<file path="src/rtl/exec_pkg.sv">
/*
  Constants for the rotate, subtract and sleep execution group:
  opcode fields, status bit positions, reset values and register offsets.
  Assumes 14-bit instruction words and an 8-bit data path.
*/
package exec_pkg;
  localparam int          DATA_W         = 8;
  localparam int          FADDR_W        = 7;
  localparam int          INSN_W         = 14;
  // Opcode patterns
  localparam logic [5:0]  OPC_ROTATE     = 6'h0D;
  localparam logic [4:0]  OPC_SUB_LIT    = 5'h1E;
  localparam logic [5:0]  OPC_SUB_FILE   = 6'h02;
  localparam logic [13:0] OPC_SLEEP      = 14'h0063;
  // Field positions
  localparam int          DEST_BIT       = 7;
  // Status bit positions in the status register
  localparam int          ST_CARRY       = 0;
  localparam int          ST_DCARRY      = 1;
  localparam int          ST_ZERO        = 2;
  localparam int          ST_POWERDOWN   = 3;
  localparam int          ST_TIMEOUT     = 4;
  localparam logic [7:0]  STATUS_RESET   = 8'h18;
  localparam logic [7:0]  WDT_CLEAR      = 8'h00;
  localparam logic [7:0]  ZERO_BYTE      = 8'h00;
  // AXI4-Lite register offsets
  localparam logic [7:0]  ADDR_INSN      = 8'h00;
  localparam logic [7:0]  ADDR_WREG      = 8'h04;
  localparam logic [7:0]  ADDR_STATUS    = 8'h08;
  localparam logic [7:0]  ADDR_WDT       = 8'h0C;
  localparam logic [7:0]  ADDR_FILE_BASE = 8'h80;
  localparam logic [1:0]  RESP_OKAY      = 2'b00;
  localparam logic [1:0]  RESP_SLVERR    = 2'b10;
endpackage : exec_pkg

</file>
<file path="src/rtl/rotate_subtract_sleep_exec.sv">
/*
  Execution unit for rotate-left through carry, subtract from literal,
  subtract from file and sleep, with a 128-byte file (its first 32 bytes), working register,
  status and watchdog count reached over AXI4-Lite.
  Assumes one clock, synchronous active-low reset, well-behaved master.
*/
`timescale 1ns/1ps
// How it works
// - Rotate left: old carry in, bit7 out
// - Seven-bit file address; dest bit selects target
// - Sleep clears watchdog count and prescaler
// - Sleep sets timeout flag, clears powerdown flag
// - Sleep halts oscillator; single cycle instruction
// - Literal minus working register into working register
// - File minus working register to destination
// - Carry set means no borrow occurred
module rotate_subtract_sleep_exec #(
  parameter int PRESCALE_W = 8
) (
  input  wire logic                      aclk,
  input  wire logic                      aresetn,
  input  wire logic                      clk_en,
  input  wire logic [7:0]                s_axi_awaddr,
  input  wire logic                      s_axi_awvalid,
  output logic                           s_axi_awready,
  input  wire logic [31:0]               s_axi_wdata,
  input  wire logic [3:0]                s_axi_wstrb,
  input  wire logic                      s_axi_wvalid,
  output logic                           s_axi_wready,
  output logic [1:0]                     s_axi_bresp,
  output logic                           s_axi_bvalid,
  input  wire logic                      s_axi_bready,
  input  wire logic [7:0]                s_axi_araddr,
  input  wire logic                      s_axi_arvalid,
  output logic                           s_axi_arready,
  output logic [31:0]                    s_axi_rdata,
  output logic [1:0]                     s_axi_rresp,
  output logic                           s_axi_rvalid,
  input  wire logic                      s_axi_rready,
  input  wire logic                      watchdog_tick,
  output logic                           sleeping,
  output logic                           osc_run
);
  import exec_pkg::*;

  typedef enum logic [1:0] {RUN = 2'b01, SLEEP_ST = 2'b10} mode_t;

  logic [7:0]            file_mem [0:127];
  logic [7:0]            wreg, status, watchdog_counter;
  logic [PRESCALE_W-1:0] prescale;
  mode_t                 mode;
  logic                  aw_held, w_held;
  logic [7:0]            aw_addr;
  logic [31:0]           w_data;
  logic [3:0]            w_strb;

  logic [7:0]            next_wreg, next_status, next_watchdog_counter;
  logic [PRESCALE_W-1:0] next_prescale;
  mode_t                 next_mode;
  logic                  file_we;
  logic [6:0]            file_addr;
  logic [7:0]            file_wdata;

  // Combined write decode: valid once both address and data are present
  logic        wr_go;
  logic [7:0]  wr_addr;
  logic [31:0] wr_data;
  logic        is_insn_wr;
  logic [13:0] insn;

  function automatic logic in_file(input logic [7:0] a);
    return a[7] && a[1:0] == 2'b00;
  endfunction : in_file

  function automatic logic mapped(input logic [7:0] a);
    return in_file(a) || a == ADDR_INSN || a == ADDR_WREG || a == ADDR_STATUS || a == ADDR_WDT;
  endfunction : mapped

  assign wr_addr       = aw_held ? aw_addr : s_axi_awaddr;
  assign wr_data       = w_held ? w_data : s_axi_wdata;
  assign wr_go         = (aw_held || s_axi_awvalid) && (w_held || s_axi_wvalid) && !s_axi_bvalid;
  assign s_axi_awready = clk_en && !aw_held && !s_axi_bvalid;
  assign s_axi_wready  = clk_en && !w_held && !s_axi_bvalid;
  assign s_axi_arready = clk_en && !s_axi_rvalid;
  assign is_insn_wr    = wr_go && wr_addr == ADDR_INSN && (w_held ? w_strb[1:0] : s_axi_wstrb[1:0]) == 2'b11;
  assign insn          = wr_data[13:0];
  assign sleeping      = (mode == SLEEP_ST);
  assign osc_run       = (mode == RUN);

  // Instruction execution
  logic [6:0] faddr;
  logic [7:0] fval, diff, operand;
  logic [8:0] sub9;
  logic [4:0] sub5;
  logic       dest_file;

  always_comb begin
    faddr                 = insn[6:0];
    fval                  = file_mem[faddr];
    dest_file             = insn[DEST_BIT];
    operand               = (insn[13:9] == OPC_SUB_LIT) ? insn[7:0] : fval;
    sub9                  = {1'b0, operand} - {1'b0, wreg};
    sub5                  = {1'b0, operand[3:0]} - {1'b0, wreg[3:0]};
    diff                  = sub9[7:0];
    next_wreg             = wreg;
    next_status           = status;
    next_watchdog_counter = watchdog_counter;
    next_prescale         = prescale;
    next_mode             = mode;
    file_we               = 1'b0;
    file_addr             = faddr;
    file_wdata            = ZERO_BYTE;
    if (watchdog_tick) begin
      next_prescale = prescale + 1'b1;
      if (&prescale) begin
        next_watchdog_counter = watchdog_counter + 8'h01;
      end
    end
    if (is_insn_wr && mode == RUN) begin
      if (insn[13:8] == OPC_ROTATE) begin
        file_wdata            = {fval[6:0], status[ST_CARRY]};
        next_status[ST_CARRY] = fval[7];
        if (dest_file) begin
          file_we = 1'b1;
        end else begin
          next_wreg = file_wdata;
        end
      end else if (insn[13:9] == OPC_SUB_LIT || insn[13:8] == OPC_SUB_FILE) begin
        next_status[ST_CARRY]  = ~sub9[8];
        next_status[ST_DCARRY] = ~sub5[4];
        next_status[ST_ZERO]   = (diff == ZERO_BYTE);
        file_wdata             = diff;
        if (insn[13:9] == OPC_SUB_LIT) begin
          next_wreg = diff;
        end else if (dest_file) begin
          file_we = 1'b1;
        end else begin
          next_wreg = diff;
        end
      end else if (insn == OPC_SLEEP) begin
        next_watchdog_counter      = WDT_CLEAR;
        next_prescale              = '0;
        next_status[ST_TIMEOUT]    = 1'b1;
        next_status[ST_POWERDOWN]  = 1'b0;
        next_mode                  = SLEEP_ST;
      end
    end else if (wr_go && (w_held ? w_strb[0] : s_axi_wstrb[0])) begin
      if (wr_addr == ADDR_WREG) begin
        next_wreg = wr_data[7:0];
      end else if (wr_addr == ADDR_STATUS) begin
        next_status = wr_data[7:0];
        next_mode   = wr_data[8] ? RUN : mode;
      end else if (in_file(wr_addr)) begin
        file_we    = 1'b1;
        file_addr  = {2'b00, wr_addr[6:2]};
        file_wdata = wr_data[7:0];
      end
    end
  end

  always_ff @(posedge aclk) begin
    if (!aresetn) begin
      wreg             <= ZERO_BYTE;
      status           <= STATUS_RESET;
      watchdog_counter <= WDT_CLEAR;
      prescale         <= '0;
      mode             <= RUN;
    end else if (clk_en) begin
      wreg             <= next_wreg;
      status           <= next_status;
      watchdog_counter <= next_watchdog_counter;
      prescale         <= next_prescale;
      mode             <= next_mode;
    end
  end

  always_ff @(posedge aclk) begin
    if (clk_en && file_we) begin
      file_mem[file_addr] <= file_wdata;
    end
  end

  // Bus handshake state
  logic        next_aw_held, next_w_held, next_bvalid, next_rvalid;
  logic [7:0]  next_aw_addr;
  logic [31:0] next_w_data, next_rdata;
  logic [3:0]  next_w_strb;
  logic [1:0]  next_bresp, next_rresp;

  always_comb begin
    next_aw_held = aw_held;
    next_w_held  = w_held;
    next_aw_addr = aw_addr;
    next_w_data  = w_data;
    next_w_strb  = w_strb;
    next_bvalid  = s_axi_bvalid;
    next_bresp   = s_axi_bresp;
    next_rvalid  = s_axi_rvalid;
    next_rdata   = s_axi_rdata;
    next_rresp   = s_axi_rresp;
    if (wr_go) begin
      next_aw_held = 1'b0;
      next_w_held  = 1'b0;
      next_bvalid  = 1'b1;
      next_bresp   = mapped(wr_addr) ? RESP_OKAY : RESP_SLVERR;
    end else begin
      if (s_axi_awvalid && s_axi_awready) begin
        next_aw_held = 1'b1;
        next_aw_addr = s_axi_awaddr;
      end
      if (s_axi_wvalid && s_axi_wready) begin
        next_w_held = 1'b1;
        next_w_data = s_axi_wdata;
        next_w_strb = s_axi_wstrb;
      end
    end
    if (s_axi_bvalid && s_axi_bready) begin
      next_bvalid = 1'b0;
    end
    if (s_axi_rvalid && s_axi_rready) begin
      next_rvalid = 1'b0;
    end
    if (s_axi_arvalid && s_axi_arready) begin
      next_rvalid = 1'b1;
      next_rresp  = RESP_OKAY;
      next_rdata  = 32'h0000_0000;
      if (in_file(s_axi_araddr)) begin
        next_rdata[7:0] = file_mem[{2'b00, s_axi_araddr[6:2]}];
      end else if (s_axi_araddr == ADDR_WREG) begin
        next_rdata[7:0] = wreg;
      end else if (s_axi_araddr == ADDR_STATUS) begin
        next_rdata[8:0] = {sleeping, status};
      end else if (s_axi_araddr == ADDR_WDT) begin
        next_rdata[7:0] = watchdog_counter;
      end else if (s_axi_araddr != ADDR_INSN) begin
        next_rresp = RESP_SLVERR;
      end
    end
  end

  always_ff @(posedge aclk) begin
    if (!aresetn) begin
      aw_held      <= 1'b0;
      w_held       <= 1'b0;
      aw_addr      <= ZERO_BYTE;
      w_data       <= 32'h0000_0000;
      w_strb       <= 4'h0;
      s_axi_bvalid <= 1'b0;
      s_axi_bresp  <= RESP_OKAY;
      s_axi_rvalid <= 1'b0;
      s_axi_rdata  <= 32'h0000_0000;
      s_axi_rresp  <= RESP_OKAY;
    end else if (clk_en) begin
      aw_held      <= next_aw_held;
      w_held       <= next_w_held;
      aw_addr      <= next_aw_addr;
      w_data       <= next_w_data;
      w_strb       <= next_w_strb;
      s_axi_bvalid <= next_bvalid;
      s_axi_bresp  <= next_bresp;
      s_axi_rvalid <= next_rvalid;
      s_axi_rdata  <= next_rdata;
      s_axi_rresp  <= next_rresp;
    end
  end

  // Checks
  logic rot_go, sub_go, subl_go, slp_go;
  assign rot_go  = is_insn_wr && mode == RUN && clk_en && insn[13:8] == OPC_ROTATE;
  assign subl_go = is_insn_wr && mode == RUN && clk_en && insn[13:9] == OPC_SUB_LIT;
  assign sub_go  = is_insn_wr && mode == RUN && clk_en && insn[13:8] == OPC_SUB_FILE;
  assign slp_go  = is_insn_wr && mode == RUN && clk_en && insn == OPC_SLEEP;
endmodule : rotate_subtract_sleep_exec

</file>
<file path="config.mk">
export PLATFORM = sky130hd
export DESIGN_NAME = rotate_subtract_sleep_exec
export DESIGN_NICKNAME = d
export VERILOG_FILES = /design/src/rtl/exec_pkg.sv /design/src/rtl/rotate_subtract_sleep_exec.sv
export SDC_FILE = /design/constraint.sdc
export NUM_CORES = 2
export LEC_CHECK = 0
export BUFFER_PORTS_ARGS = -buffer_cell sky130_fd_sc_hd__buf_2
export CORE_ASPECT_RATIO = 0.7
export CORE_MARGIN = 2
export CORE_UTILIZATION = 44
export CTS_CLUSTER_SIZE = 12
export DETAILED_ROUTE_END_ITERATION = 12
export MAX_ROUTING_LAYER = met4
export PLACE_DENSITY = 0.66
export SLEW_MARGIN = 15
export SYNTH_ARGS = -nofsm -noshare
export SYNTH_HDL_FRONTEND = slang
export SYNTH_SLANG_ARGS = --single-unit
</file>
<file path="constraint.sdc">
create_clock -name aclk -period 13.8 [get_ports aclk]
set_clock_uncertainty 0.2 [all_clocks]
set_input_delay 2.76 -clock aclk [delete_from_list [all_inputs] [get_ports aclk]]
set_output_delay 2.76 -clock aclk [all_outputs]
set_load 0.01 [all_outputs]
</file>
==> metrics.md <==
| Metric | Value |
|---|---|
| Crit path DAT | `9850 ps` |
| Max-cap viol count | `0` |
| CTS HTree Levels | `3` |
| Pre-CTS setup slack | `3640 ps` |
| Mapped cell area | `0.0472 sq mm` |
| Synth Register Bits | `1097` |
| Cell taking the most area after synthesis | `edfxtp_1` |
| # setup viols final | `0` |
| Max clock buf depth | `3` |
| WP buf/inv | `4` |
| Share of cells above drive strength 1 | `0.152` |
| # DRC | `0` |
| Worst path cell trace | `buf_2 > mux2_4 > buf_4 > buf_4 > mux4_2 > o22ai_1 > nand2_1 > a41oi_1 > o31ai_1 > a41oi_2 > mux2i_1 > ha_1 > nor2b_1 > o21ai_0 > a21oi_1 > o41ai_1 > xor2_1 > nor3_1 > a221o_4 > buf_4` |
| Worst path slowest cell | `buf_4` |
| HP Start | `s_axi_rresp[1]` |
| Crit path time final | `9690 ps` |
| Reg2Reg Launch Point | `w_held` |
| Syn Inst Count | `3238` |
| Setup CP Type | `in2reg` |
| Gr ovfl total | `0` |
| Top cell type's share of synthesized area | `0.652` |
| Site row count | `100` |
| Final Power | `6.75 mW` |
| Status | `completed` |
| Flop pwr share | `0.534` |
| Count of cell types in the netlist | `82` |
| Critical path's top delay family | `compound AO/OA/AOI/OAI gates` |
| CP Launch Point | `s_axi_wdata[2]` |
| Final setup TNS | `0 ps` |
| WL per Instance | `28.5 um` |
| RSZ-0062 raised after global routing | `false` |
| Hold Path Class | `reg2reg` |
| Synth async-reset ratio | `0` |
| Final max-slew violation count | `0` |
| Fmax | `103 MHz` |
| Die ar. | `0.110 sq mm` |
| Die Y | `278 um` |
| Postcts setup bufs | `0` |
| Slew at the pin with the worst max-slew slack | `1290 ps` |
| Slew margin rel. | `0.131` |
| Via count | `29.5k` |
| Dpl hpwl | `82700 um` |
| Post-CTS sizing | `0` |
| Peak VDD IR | `92.5 uV` |
| Post-synth EDFFs | `1024` |
| Comb pwr share | `0.080` |
| Primary FF master, synth | `edfxtp_1` |
| CP Launch Type | `primary input` |
| Die width | `395 um` |
| Worst-path clk slew | `60 ps` |
| Final Hold Vio Count | `0` |
| P_int | `5.17 mW` |
| Switching power | `1.58 mW` |
| Cell mode on critical path | `buf_4` |
| Crit end category | `flop` |
| TritonCTS clock tree | `yes` |
| Final setup margin | `4110 ps` |
| Initial core utilization | `0.443` |
| Gp weighted congestion | `0.913` |
| Mean Syn Cell Area | `14.6 sq um` |
| Vias in the first global route | `27.4k` |
| Post-synth top cells | `edfxtp_1, nand2_1, nor2_1` |
| CP Max Fanout | `80` |
| Initial antenna violation count | `4` |
| Routed Wire Length | `135000 um` |
| Vias per inst | `6.22` |
| Inserted Clock Buffers | `105` |
| First-pass GRT wire length | `196000 um` |
| TritonCTS Sinks | `1097` |
| Post-CTS Hold Buffers | `0` |
| Pleak | `18.5 nW` |
| Tcrit/Tclk final | `0.702` |
| GRT Util Overall | `0.251` |
| Core footprint | `0.106 sq mm` |
| # IOs | `104` |
| Switching part of the total | `0.234` |
| Ys Warns | `0` |
| Clock power share | `0.386` |
| Clock root buffer | `clkbuf_16` |
| Pwr dens | `130 mW/mm^2` |
| Clock latency on the worst-skew pair | `700 ps` |
| Slowest stage delay, CP | `750 ps` |
| Sequential element share of the synthesized area | `0.683` |
| Post-route antenna net violation count | `0` |
| DRT iter0 DRCs | `4583` |
| Largest net degree at the start of global routing | `134` |
| Port Buffers | `58` |
| Final nets | `3346` |
| Top post-synthesis cells by area | `edfxtp_1, mux4_2, nand2_1` |
| Worst EP required | `13960 ps` |
| Pre-antenna DRT Iters | `6` |
| Count leader, synth | `edfxtp_1` |
| Area delta synth->final | `10.1%` |
==> worst register-to-register path: stages, from the launching register on <==
cell     delay, ps
dfxtp_2        480
buf_4          530
mux2_4         570
buf_4          680
buf_4          550
mux4_2         410
o22ai_1        190
nand2_1        100
a41oi_1        480
o31ai_1        330
a41oi_2        500
mux2i_1        150
ha_1           300
nor2b_1        120
o21ai_0        220
a21oi_1        170
o41ai_1        380
xor2_1         180
nor3_1         220
a221o_4        530
buf_4          780
==> layer usage <==
metal	global-route usage	vias to the layer above	part of all wire
met5	-	-	0
li1	-	12500	-
met3	0.0881	205	0.15
met1	0.376	14800	0.42
met4	0.0551	0	0.019
met2	0.327	2018	0.41
==> registers in the layout, indices dropped and copies added (netlist names), 8 cells and up <==
register          count
aw_addr               8
file_mem           1024
prescale              8
s_axi_rdata           9
status                8
w_data               14
watchdog_counter      8
wreg                  8
==> stage by stage <==
step	utilization	cells	instance area (sq um)	hold WS (ps)
floorplan	-	3262	47300	237
global placement	0.461	4594	49000	239
detailed placement	0.461	4594	49000	241
CTS	0.488	4740	51900	250
global route	0.488	4743	51900	286
finish	0.488	4743	51900	248
==> worst paths after layout <==
| kind | end | slack, ps | cells after the start |
|---|---|---|---|
| setup / recovery | file_mem[94][7] | 4110 | 20 |
| hold / removal | s_axi_rresp[1] | 250 | 2 |
| setup reg to reg | file_mem[94][7] | 5320 | 20 |
| hold reg to reg | s_axi_rresp[1] | 250 | 2 |
==> cells by family after synthesis <==
kind of cell | share of synthesized area
multiplexers | 0.125
buffers and inverters | 0.0262
flip-flops | 0.683
other | 0.0000795
adder cells (fa/ha/maj) | 0.00334
AND/OR/NAND/NOR | 0.0986
XOR/XNOR | 0.00334
AO/OA/AOI/OAI | 0.0604
==> placed cells by master (no fill, tap or decap), types with 11 or more instances in the layout <==
| cell type | synthesis | routed |
|---|---|---|
| and3_1 | 19 | 19 |
| dfxtp_1 | 73 | 72 |
| a22oi_1 | 25 | 25 |
| clkbuf_1 | 68 | 22 |
| a31oi_1 | 27 | 26 |
| nand4_1 | 14 | 14 |
| ha_1 | 11 | 11 |
| clkbuf_16 | 0 | 108 |
| conb_1 | 1 | 25 |
| buf_2 | 88 | 56 |
| nand2_1 | 519 | 516 |
| o22ai_1 | 36 | 35 |
| o21ai_0 | 34 | 33 |
| a2111oi_0 | 32 | 28 |
| nand3_1 | 159 | 159 |
| mux2_2 | 24 | 23 |
| nor4_1 | 19 | 19 |
| xor2_1 | 13 | 13 |
| a21oi_1 | 152 | 152 |
| nor3_1 | 53 | 52 |
| nor2_1 | 263 | 261 |
| edfxtp_1 | 1024 | 1024 |
| mux4_2 | 188 | 188 |
| inv_1 | 16 | 16 |
| mux2i_1 | 136 | 131 |
| buf_4 | 43 | 65 |
==> power groups by stage <==
stage          clock [mW]  sequential, mW  combinational (mW)
6_report             2.61            3.60               0.537
5_1_grt              2.77            3.60               0.559
4_1_cts              2.63            3.60               0.520
3_5_place_dp            0            3.67               0.519
3_3_place_gp            0            3.67               0.515
2_1_floorplan           0            3.67               0.327
==> final cells by class <==
type | count | area (sq um)
fill | 8951 | 54400
sequential | 1097 | 32200
multi-input combinational | 1925 | 14100
clock buffer | 133 | 2830
tap | 1428 | 1790
timing repair buffer | 127 | 880
clock inverter | 13 | 82.6
inverter | 17 | 63.8
antenna | 3 | 7.51
Note: power is estimated with default switching activity, not from simulation.
